**src/gp8_regs.svh**
```systemverilog
/*
 * register offsets, reset values and pin positions of the 8-bit port.
 * assumes a classic wishbone slave with 16-bit byte addresses.
 */
`ifndef GP8_REGS_SVH
`define GP8_REGS_SVH

// ---------------------------------------------------------------
// register map
// ---------------------------------------------------------------
`define GP8_ADDR_LATCH    16'hFFDB
`define GP8_ADDR_DIR      16'hFFEB
`define GP8_LATCH_RESET   8'h00
`define GP8_DIR_RESET     8'h00
`define GP8_DIR_READBACK  8'hFF
`define GP8_UNMAPPED_READ 8'h00
`define GP8_PINS_OFF      8'h00

// ---------------------------------------------------------------
// pin positions
// ---------------------------------------------------------------
`define GP8_PIN_CLK       0
`define GP8_PIN_CMP_A     1
`define GP8_PIN_CMP_B     2
`define GP8_PIN_CAP_A     3
`define GP8_PIN_CAP_B     4
`define GP8_PIN_CAP_C     5
`define GP8_PIN_CAP_D     6

`endif

```
**src/gp8_pkg.sv**
```systemverilog
/*
 * types shared by the 8-bit port.
 * assumes the timer supplies compare values and pin enables.
 */
`default_nettype none
package gp8_pkg;
    typedef enum logic [1:0] {
        GP8_RUN,
        GP8_HOLD,
        GP8_FLOAT
    } gp8_mode_t;

    typedef struct packed {
        logic compare_a_pin_enable;
        logic compare_b_pin_enable;
        logic timer_compare_out_a;
        logic timer_compare_out_b;
    } gp8_tmr_out_t;

    typedef struct packed {
        logic timer_capture_in_a;
        logic timer_capture_in_b;
        logic timer_capture_in_c;
        logic timer_capture_in_d;
        logic timer_external_count_clock;
    } gp8_tmr_in_t;
endpackage
`default_nettype wire

```
**src/gp8_port.sv**
```systemverilog
/*
 * 8-bit general purpose port with timer compare and capture pins.
 * assumes a classic wishbone master, one clock, and the timer block
 * plus the power manager outside, supplying overrides and mode.
 */
`timescale 1ns/10ps
`default_nettype none
`include "gp8_regs.svh"

module gp8_port (
    input  wire logic                 clk_i,      // 20 MHz system clock
    input  wire logic                 rst_i,      // synchronous reset, high
    input  wire logic                 cyc_i,      // wishbone cycle
    input  wire logic                 stb_i,      // wishbone strobe
    input  wire logic                 we_i,       // wishbone write
    input  wire logic [15:0]          adr_i,      // wishbone byte address
    input  wire logic [0:0]           sel_i,      // wishbone byte select
    input  wire logic [7:0]           dat_i,      // wishbone write data
    output logic      [7:0]           dat_o,      // wishbone read data
    output logic                      ack_o,      // wishbone acknowledge
    input  wire gp8_pkg::gp8_mode_t   mode_i,     // power mode of the chip
    input  wire gp8_pkg::gp8_tmr_out_t tmr_i,     // timer overrides
    output gp8_pkg::gp8_tmr_in_t      tmr_o,      // timer capture/clock
    input  wire logic [7:0]           pin_i,      // pin levels
    output logic      [7:0]           pin_o,      // pin drive values
    output logic      [7:0]           pin_oe_o    // pin drive enables
);

    logic [7:0] port_output_latch_reg;
    logic [7:0] port_direction_control_reg;
    logic [7:0] drv_next;
    logic [7:0] oe_next;
    logic [7:0] rd_next;
    logic       req;
    logic       wr_ok;

    // ---------------------------------------------------------------
    // bus slave
    // ---------------------------------------------------------------
    // ack in the cycle after the request, dropped the cycle after
    // !ack_o keeps a request that is still held from being taken twice
    assign req   = cyc_i && stb_i && !ack_o;
    assign wr_ok = req && we_i && sel_i[0];

    always_ff @(posedge clk_i) begin
        if (rst_i) begin
            ack_o <= 1'b0;
        end else begin
            ack_o <= req;
        end
    end

    always_ff @(posedge clk_i) begin
        if (rst_i) begin
            port_output_latch_reg <= `GP8_LATCH_RESET;
        end else if (wr_ok && adr_i == `GP8_ADDR_LATCH) begin
            port_output_latch_reg <= dat_i;
        end
    end

    always_ff @(posedge clk_i) begin
        if (rst_i) begin
            port_direction_control_reg <= `GP8_DIR_RESET;
        end else if (wr_ok && adr_i == `GP8_ADDR_DIR) begin
            port_direction_control_reg <= dat_i;
        end
    end

    // read mux
    // pins are taken as synchronous: no extra stage, reads see the current level
    always_comb begin
        case (adr_i)
            `GP8_ADDR_LATCH: rd_next = (port_direction_control_reg & port_output_latch_reg)
                                     | (~port_direction_control_reg & pin_i);
            `GP8_ADDR_DIR:   rd_next = `GP8_DIR_READBACK;
            default:         rd_next = `GP8_UNMAPPED_READ;
        endcase
    end

    always_ff @(posedge clk_i) begin
        if (rst_i) begin
            dat_o <= `GP8_UNMAPPED_READ;
        end else if (req && !we_i) begin
            dat_o <= rd_next;
        end
    end

    // ---------------------------------------------------------------
    // pin drivers
    // ---------------------------------------------------------------
    always_comb begin
        oe_next  = port_direction_control_reg;
        drv_next = port_output_latch_reg;
        if (tmr_i.compare_a_pin_enable) begin
            oe_next[`GP8_PIN_CMP_A]  = 1'b1;
            drv_next[`GP8_PIN_CMP_A] = tmr_i.timer_compare_out_a;
        end
        if (tmr_i.compare_b_pin_enable) begin
            oe_next[`GP8_PIN_CMP_B]  = 1'b1;
            drv_next[`GP8_PIN_CMP_B] = tmr_i.timer_compare_out_b;
        end
    end

    // registered pins so sleep can simply freeze them
    // standby drops the enables only, so pin_o keeps its last value until wake
    always_ff @(posedge clk_i) begin
        if (rst_i) begin
            pin_o    <= `GP8_PINS_OFF;
            pin_oe_o <= `GP8_PINS_OFF;
        end else begin
            case (mode_i)
                gp8_pkg::GP8_RUN: begin
                    pin_o    <= drv_next;
                    pin_oe_o <= oe_next;
                end
                gp8_pkg::GP8_HOLD: begin
                    pin_o    <= pin_o;
                    pin_oe_o <= pin_oe_o;
                end
                gp8_pkg::GP8_FLOAT: begin
                    pin_o    <= pin_o;
                    pin_oe_o <= `GP8_PINS_OFF;
                end
                default: begin
                    pin_o    <= pin_o;
                    pin_oe_o <= `GP8_PINS_OFF;
                end
            endcase
        end
    end

    // ---------------------------------------------------------------
    // timer inputs
    // ---------------------------------------------------------------
    // capture and clock feed
    always_comb begin
        tmr_o.timer_capture_in_a         = pin_i[`GP8_PIN_CAP_A];
        tmr_o.timer_capture_in_b         = pin_i[`GP8_PIN_CAP_B];
        tmr_o.timer_capture_in_c         = pin_i[`GP8_PIN_CAP_C];
        tmr_o.timer_capture_in_d         = pin_i[`GP8_PIN_CAP_D];
        tmr_o.timer_external_count_clock = pin_i[`GP8_PIN_CLK];
    end

    // ---------------------------------------------------------------
    // checks
    // ---------------------------------------------------------------
    a_latch_write: assert property (@(posedge clk_i) disable iff (rst_i)
        wr_ok && adr_i == `GP8_ADDR_LATCH |=> port_output_latch_reg == $past(dat_i))
        else $error("latch write lost");
    a_read_output: assert property (@(posedge clk_i) disable iff (rst_i)
        req && !we_i && adr_i == `GP8_ADDR_LATCH |=>
        ((dat_o ^ port_output_latch_reg) & port_direction_control_reg) == 8'h00)
        else $error("output bit read wrong");
    a_read_input: assert property (@(posedge clk_i) disable iff (rst_i)
        req && !we_i && adr_i == `GP8_ADDR_LATCH |=>
        ((dat_o ^ $past(pin_i)) & ~port_direction_control_reg) == 8'h00)
        else $error("input bit read wrong");
    a_dir_drive: assert property (@(posedge clk_i) disable iff (rst_i)
        mode_i == gp8_pkg::GP8_RUN && !tmr_i.compare_a_pin_enable && !tmr_i.compare_b_pin_enable
        |=> pin_oe_o == $past(port_direction_control_reg))
        else $error("driver not per direction");
    a_reset_clear: assert property (@(posedge clk_i)
        rst_i |=> port_output_latch_reg == `GP8_LATCH_RESET
        && port_direction_control_reg == `GP8_DIR_RESET && pin_oe_o == `GP8_PINS_OFF)
        else $error("reset did not clear");
    a_dir_readback: assert property (@(posedge clk_i) disable iff (rst_i)
        req && !we_i && adr_i == `GP8_ADDR_DIR |=> dat_o == `GP8_DIR_READBACK && ack_o)
        else $error("direction read not ones");
    a_cmp_b_pin: assert property (@(posedge clk_i) disable iff (rst_i)
        mode_i == gp8_pkg::GP8_RUN && tmr_i.compare_b_pin_enable |=>
        pin_oe_o[`GP8_PIN_CMP_B] && pin_o[`GP8_PIN_CMP_B] == $past(tmr_i.timer_compare_out_b))
        else $error("compare b not on pin");
    a_cmp_a_pin: assert property (@(posedge clk_i) disable iff (rst_i)
        mode_i == gp8_pkg::GP8_RUN && tmr_i.compare_a_pin_enable |=>
        pin_oe_o[`GP8_PIN_CMP_A] && pin_o[`GP8_PIN_CMP_A] == $past(tmr_i.timer_compare_out_a))
        else $error("compare a not on pin");
    a_capture_feed: assert property (@(posedge clk_i) disable iff (rst_i)
        tmr_o.timer_capture_in_a == pin_i[`GP8_PIN_CAP_A]
        && tmr_o.timer_capture_in_b == pin_i[`GP8_PIN_CAP_B]
        && tmr_o.timer_capture_in_c == pin_i[`GP8_PIN_CAP_C]
        && tmr_o.timer_capture_in_d == pin_i[`GP8_PIN_CAP_D]
        && tmr_o.timer_external_count_clock == pin_i[`GP8_PIN_CLK])
        else $error("timer inputs not fed");
    a_mode_pins: assert property (@(posedge clk_i) disable iff (rst_i)
        mode_i == gp8_pkg::GP8_HOLD |=> pin_o == $past(pin_o) && pin_oe_o == $past(pin_oe_o))
        else $error("pins not held in sleep");
    a_float_pins: assert property (@(posedge clk_i) disable iff (rst_i)
        mode_i == gp8_pkg::GP8_FLOAT |=> pin_oe_o == 8'h00)
        else $error("pins not floated in standby");
    a_ack_once: assert property (@(posedge clk_i) disable iff (rst_i)
        ack_o |=> !ack_o)
        else $error("ack longer than one cycle");
    a_ack_answer: assert property (@(posedge clk_i) disable iff (rst_i)
        req |=> ack_o)
        else $error("request not acked");
    a_unmapped_read: assert property (@(posedge clk_i) disable iff (rst_i)
        req && !we_i && adr_i != `GP8_ADDR_LATCH && adr_i != `GP8_ADDR_DIR
        |=> dat_o == `GP8_UNMAPPED_READ)
        else $error("unmapped read not zero");
    a_read_held: assert property (@(posedge clk_i) disable iff (rst_i)
        !(req && !we_i) |=> $stable(dat_o))
        else $error("read data moved");

endmodule
`default_nettype wire

```
**config.mk**
```make
export PLATFORM = sky130hd
export DESIGN_NAME = gp8_port
export DESIGN_NICKNAME = d
export VERILOG_FILES = /design/src/gp8_pkg.sv /design/src/gp8_port.sv
export VERILOG_INCLUDE_DIRS = /design/src
export SDC_FILE = /design/constraint.sdc
export NUM_CORES = 1
export LEC_CHECK = 0
export BUFFER_PORTS_ARGS = -buffer_cell sky130_fd_sc_hd__clkbuf_2
export CAP_MARGIN = 20
export CELL_PAD_IN_SITES_DETAIL_PLACEMENT = 1
export CELL_PAD_IN_SITES_GLOBAL_PLACEMENT = 2
export CORE_AREA = 3 3 86 88
export DETAILED_ROUTE_END_ITERATION = 7
export DIE_AREA = 0 0 89 91
export GPL_TIMING_DRIVEN = 0
export PLACE_DENSITY = 0.77
export SYNTH_ARGS = -nofsm -noshare
export SYNTH_HDL_FRONTEND = slang
export SYNTH_SLANG_ARGS = --single-unit
```
**constraint.sdc**
```tcl
create_clock -name clk_i -period 1.5 [get_ports clk_i]
set_input_delay 0.075 -clock clk_i [delete_from_list [all_inputs] [get_ports clk_i]]
set_output_delay 0.075 -clock clk_i [all_outputs]
set_load 0.01 [all_outputs]
```
# Yosys cells after proc, flatten, opt, wreduce, memory -nomap -nowiden
# Cells that the tools add are included.
[classes]
eq_ne = 3
n_reduce_logical = 10
mux = 6
bitwise = 4
[op_table]
columns = ["op", "count"]
rows = [
  ["== test 16 bit, second input constant", 2],
  ["one-hot mux 8 bit (2 select lines)", 2],
  ["bitwise AND 8 bit", 2],
  ["NOT 8 bit", 1],
  ["bitwise OR 8 bit", 1],
  ["logical AND 1 bit", 7],
  ["two-way mux 1 bit", 4],
  ["== test 2 x 1 -> 1 bit, second input constant", 1],
  ["zero test 1 bit", 2],
  ["zero test 2 bit", 1],
]
[word_totals]
elab_cells = 29
ff_bits = 41
in_bits = 44
out_inout_bits = 30

# Depth between registers and ports, before layout
[depth]
depth_word = 5
ltp_mapped = 5
depth_no_buf = 4

# Worst setup path after synthesis
# Ideal clock, no wire load.
[synth_path]
path_type = "register to register"
start = "register ack_o"
end = "register port_output_latch_reg[0]"
arrival_ps = 1341
stages_incl_launch_ff = 6
path_buffers = 1
setup_ps = 72
path_slack_ps = 88
path_cell_list = "dfxtp_1 nand3b_2 nor4_4 and4_1 buf_6 mux2i_1"
[synth_via]
elab_chain_cells = 5
[synth_lines]
columns = ["item", "line", "text"]
rows = [
  ["from (decl)", "gp8_port.sv:20", "output logic ack_o,"],
  ["from (signal assigned)", "gp8_port.sv:49", "ack_o <= req;"],
  ["zero test 1 bit", "gp8_port.sv:42", "assign req = cyc_i && stb_i && !ack_o;"],
  ["logical AND 1 bit", "gp8_port.sv:42", ""],
  ["logical AND 1 bit (2 in a row)", "gp8_port.sv:43", "assign wr_ok = req && we_i && sel_i[0];"],
  ["logical AND 1 bit (no line)", "-", ""],
  ["to (signal assigned)", "gp8_port.sv:55", "port_output_latch_reg <= `GP8_LATCH_RESET;"],
  ["to (signal assigned)", "gp8_port.sv:57", "port_output_latch_reg <= dat_i;"],
  ["to (decl)", "gp8_port.sv:29", "logic [7:0] port_output_latch_reg;"],
]
# No other way between the ends.
# A chain may end at the register's enable or synchronous reset.

# Final worst setup path
[layout_path]
start = "register ack_o"
end = "register port_output_latch_reg[6]"
# The elaborated chain is that of the path after synthesis.

==> insert_results.sql <==
INSERT INTO impl_metrics (metric_group, metric, value, unit) VALUES
('power_and_ir_drop', 'cellLeakagePower', '1.10', 'nW'),
('sta', 'tightestPinTransition', '0.598', 'ns'),
('sta', 'fin_crit', '1.41', 'ns'),
('layout', 'num-nets-final', '318', ''),
('sta', 'layout_worst_path_cycle_share', '0.942', ''),
('synthesis', 'syn-mean-instance-area', '9.79', 'um2'),
('route', 'drt_iter0_drc', '25', ''),
('synthesis', 'number_of_nets_produced_by_synthesis', '235', ''),
('synthesis', 'synthesis.area', '1870', 'um2'),
('synthesis', 'synth_sequential_area_ratio', '0.439', ''),
('layout', 'ff_latch_area', '822', 'um2'),
('synthesis', 'asyncSetResetFlopFracSynth', '0', ''),
('clock_network', 'max-clock-path-buffers', '2', ''),
('synthesis', 'synth_top_area_cell', 'sky130_fd_sc_hd__dfxtp_1', ''),
('setup_path', 'worst_setup_path_start_kind', 'register', ''),
('floorplanning', 'floorplan.die.width', '89', 'um'),
('global_routing', 'grtUsageTotal', '0.127', ''),
('min_path', 'min_path_type', 'in2reg', ''),
('synthesis', 'synth.top_cell.area_share', '0.439', ''),
('synthesis', 'yosys_warnings', '0', ''),
('layout', 'multi_input_area', '992', 'um2'),
('route', 'antenna_violation_net_count_after_detailed_routing', '0', ''),
('run_status', 'outcome', 'finished clean', ''),
('global_routing', 'gr-total-overflow', '0', ''),
('place', 'placement.io_buffers', '73', ''),
('layout', 'diodes', '0', ''),
('floorplanning', 'chipHeight', '91', 'um'),
('clock_network', 'clock_tree.htree_level_count', '2', ''),
('floorplanning', 'number_of_placed_i_o_pins', '74', ''),
('sta', 'maxSlewHeadroom', '0.601', ''),
('floorplanning', 'num_rows', '30', ''),
('setup_path', 'crit_arrival', '1.64', 'ns'),
('place', 'place_ws', '-0.0950', 'ns'),
('place', 'detailedPlacementHpwl', '3960', 'um'),
('global_routing', 'pin_count_of_the_biggest_net_entering_global_routing', '13', ''),
('setup_path', 'criticalPathCategory', 'reg2reg', ''),
('synthesis', 'count_of_different_cell_masters_after_synthesis', '23', ''),
('floorplanning', 'die_area', '8100', 'um2'),
('route', 'post_drt_via_cell_ratio', '4.54', ''),
('global_routing', 'global_route_wire_length_before_repair', '8050', 'um'),
('route', 'route.vias.total', '1612', ''),
('synthesis', 'synthesis.instances', '191', ''),
('run', 'timing.max_cap.violations', '0', ''),
('clock_network', 'number_of_hold_buffers_added_after_cts', '0', ''),
('layout', 'area_delta_synth_final', '31.7', '%'),
('global_routing', 'initial_antenna_violation_count', '0', ''),
('sta', 'timing.clock.skew', '0.00581', 'ns'),
('synthesis', 'most_used_standard_cell_by_instance_count_after_synthesis', 'sky130_fd_sc_hd__dfxtp_1', ''),
('clock_network', 'cts.clk_slew.worst_paths', '0.08', 'ns'),
('synthesis', 'synth.top_cells.by_area', 'sky130_fd_sc_hd__dfxtp_1, sky130_fd_sc_hd__mux2i_1, sky130_fd_sc_hd__nand2b_1', ''),
('sta', 'fmax', '708', 'MHz'),
('floorplanning', 'initial_core_util', '0.278', ''),
('sta', 'fin_ws', '0.0870', 'ns'),
('setup_path', 'critPathMaxFanout', '8', ''),
('sta', 'hold_viol', '0', ''),
('sta', 'finalHoldWorstSlack', '0.0466', 'ns'),
('sta', 'drv_slew', '0', ''),
('synthesis', 'synth_top_cells_by_count', 'sky130_fd_sc_hd__dfxtp_1, sky130_fd_sc_hd__nor2_1, sky130_fd_sc_hd__mux2i_1, sky130_fd_sc_hd__nand2b_1, sky130_fd_sc_hd__nand2_1', ''),
('route', 'drt_first_pass_iters', '4', ''),
('clock_network', 'clkSinkCount', '41', ''),
('place', 'replace_congestion', '0.757', ''),
('route', 'detail_route.drc_violations', '0', ''),
('clock_network', 'clkLatencyLatePin', '0.29', 'ns'),
('layout', 'fillers', '805', ''),
('synthesis', 'synth-main-ff-cell', 'sky130_fd_sc_hd__dfxtp_1', ''),
('power_and_ir_drop', 'irDropWorstVdd', '0.284', 'mV'),
('clock_network', 'cts_tree', 'done', ''),
('sta', 'setup_tns', '0', 'ns'),
('global_routing', 'grt_pass1_vias', '1676', ''),
('sta', 'report.final.setup_viol', '0', ''),
('route', 'wl_per_cell', '13.7', 'um'),
('route', 'drt-total-wl', '4870', 'um'),
('clock_network', 'cts_inserted_buffers', '5', ''),
('synthesis', 'count_of_flip_flops_with_a_built_in_enable_after_synthesis', '0', ''),
('synthesis', 'post_synthesis_sequential_element_count', '41', ''),
('clock_network', 'cts_root_buf', 'sky130_fd_sc_hd__clkbuf_8', ''),
('setup_path', 'cp.required', '1.72', 'ns'),
('setup_path', 'critical_path.endpoint_type', 'register', ''),
('power_and_ir_drop', 'power-per-cell-area', '837', 'nW/um2'),
('layout', 'drive_gt1_frac', '0.400', ''),
('floorplanning', 'core', '6720', 'um2'),
('sta', 'rsz0062_at_grt', 'true', '');
critical path, cell delays in order (launching register included):
cell	delay (ns)
sky130_fd_sc_hd__dfxtp_2	0.33
sky130_fd_sc_hd__nand3b_4	0.18
sky130_fd_sc_hd__nor4_4	0.24
sky130_fd_sc_hd__and4_1	0.24
sky130_fd_sc_hd__buf_6	0.17
sky130_fd_sc_hd__mux2i_1	0.20
through the flow:
stage	power, mW	area, um2	instances	utilization
after CTS	2.09	2430	352	0.362
after detailed placement	1.38	2340	344	0.348
final	2.06	2460	355	0.367
after global placement	1.38	2340	344	0.348
after global routing	2.16	2460	355	0.367
after floorplan	1.26	1870	191	-
kinds of logic (layout without fill, tap and decap cells):
family,Yosys count,in the layout,synth area share
flip-flops,41,41,0.439
AO/OA/AOI/OAI,19,19,0.0676
buffers and inverters,14,98,0.0421
multiplexers,32,32,0.177
AND/OR/NAND/NOR,85,85,0.275
worst paths after layout:
check,from,end,slack (ns),depth (start not counted)
min reg2reg,pin_o[6],pin_o[6],0.46,2
min,dat_i[6],port_direction_control_reg[6],0.05,3
max reg2reg,ack_o,port_output_latch_reg[6],0.09,5
max,ack_o,port_output_latch_reg[6],0.09,5
cells in the final DEF (no fill, tap or decap), drive strengths merged:
| master | instances |
|---|---|
| nand2b | 24 |
| nand4 | 2 |
| clkinv | 2 |
| a21oi | 8 |
| clkbuf | 85 |
| a211oi | 10 |
| or2 | 2 |
| mux2i | 24 |
| buf | 10 |
| dfxtp | 41 |
| a21boi | 1 |
| inv | 1 |
| nor4 | 3 |
| mux2 | 8 |
| and4 | 1 |
| nand2 | 23 |
| nand4b | 2 |
| nand3b | 1 |
| nor2 | 27 |
timing repair:
action,4_1_cts,5_1_grt
endpoints found under the hold margin,0,0
gates resized for setup,2,2
setup buffers,0,3
pin swaps,1,2
endpoints found under the setup margin,16,14
power breakdown:
group	switching, mW	leakage [nW]	internal, mW	total [mW]
clock network	0.380	0.0450	0.323	0.702
registers	0.00845	0.332	1.10	1.11
logic	0.128	0.718	0.121	0.248
metal layers:
metal  GRT usage  part of all wire  wire, um
met2       0.206              0.48      2350
met3      0.0363             0.061       298
met5           0                 0         0
met1       0.163              0.44      2160
met4      0.0372             0.013        63
cell type report:
cell class	count	area share
multi-input combinational	136	0.403
buffer	13	0.0305
inverter	1	0.00152
sequential	41	0.334
clock buffer	6	0.0295
tap	80	0.0406
timing repair buffer	76	0.157
clock inverter	2	0.00406
Power figures use the tool's default switching activity.
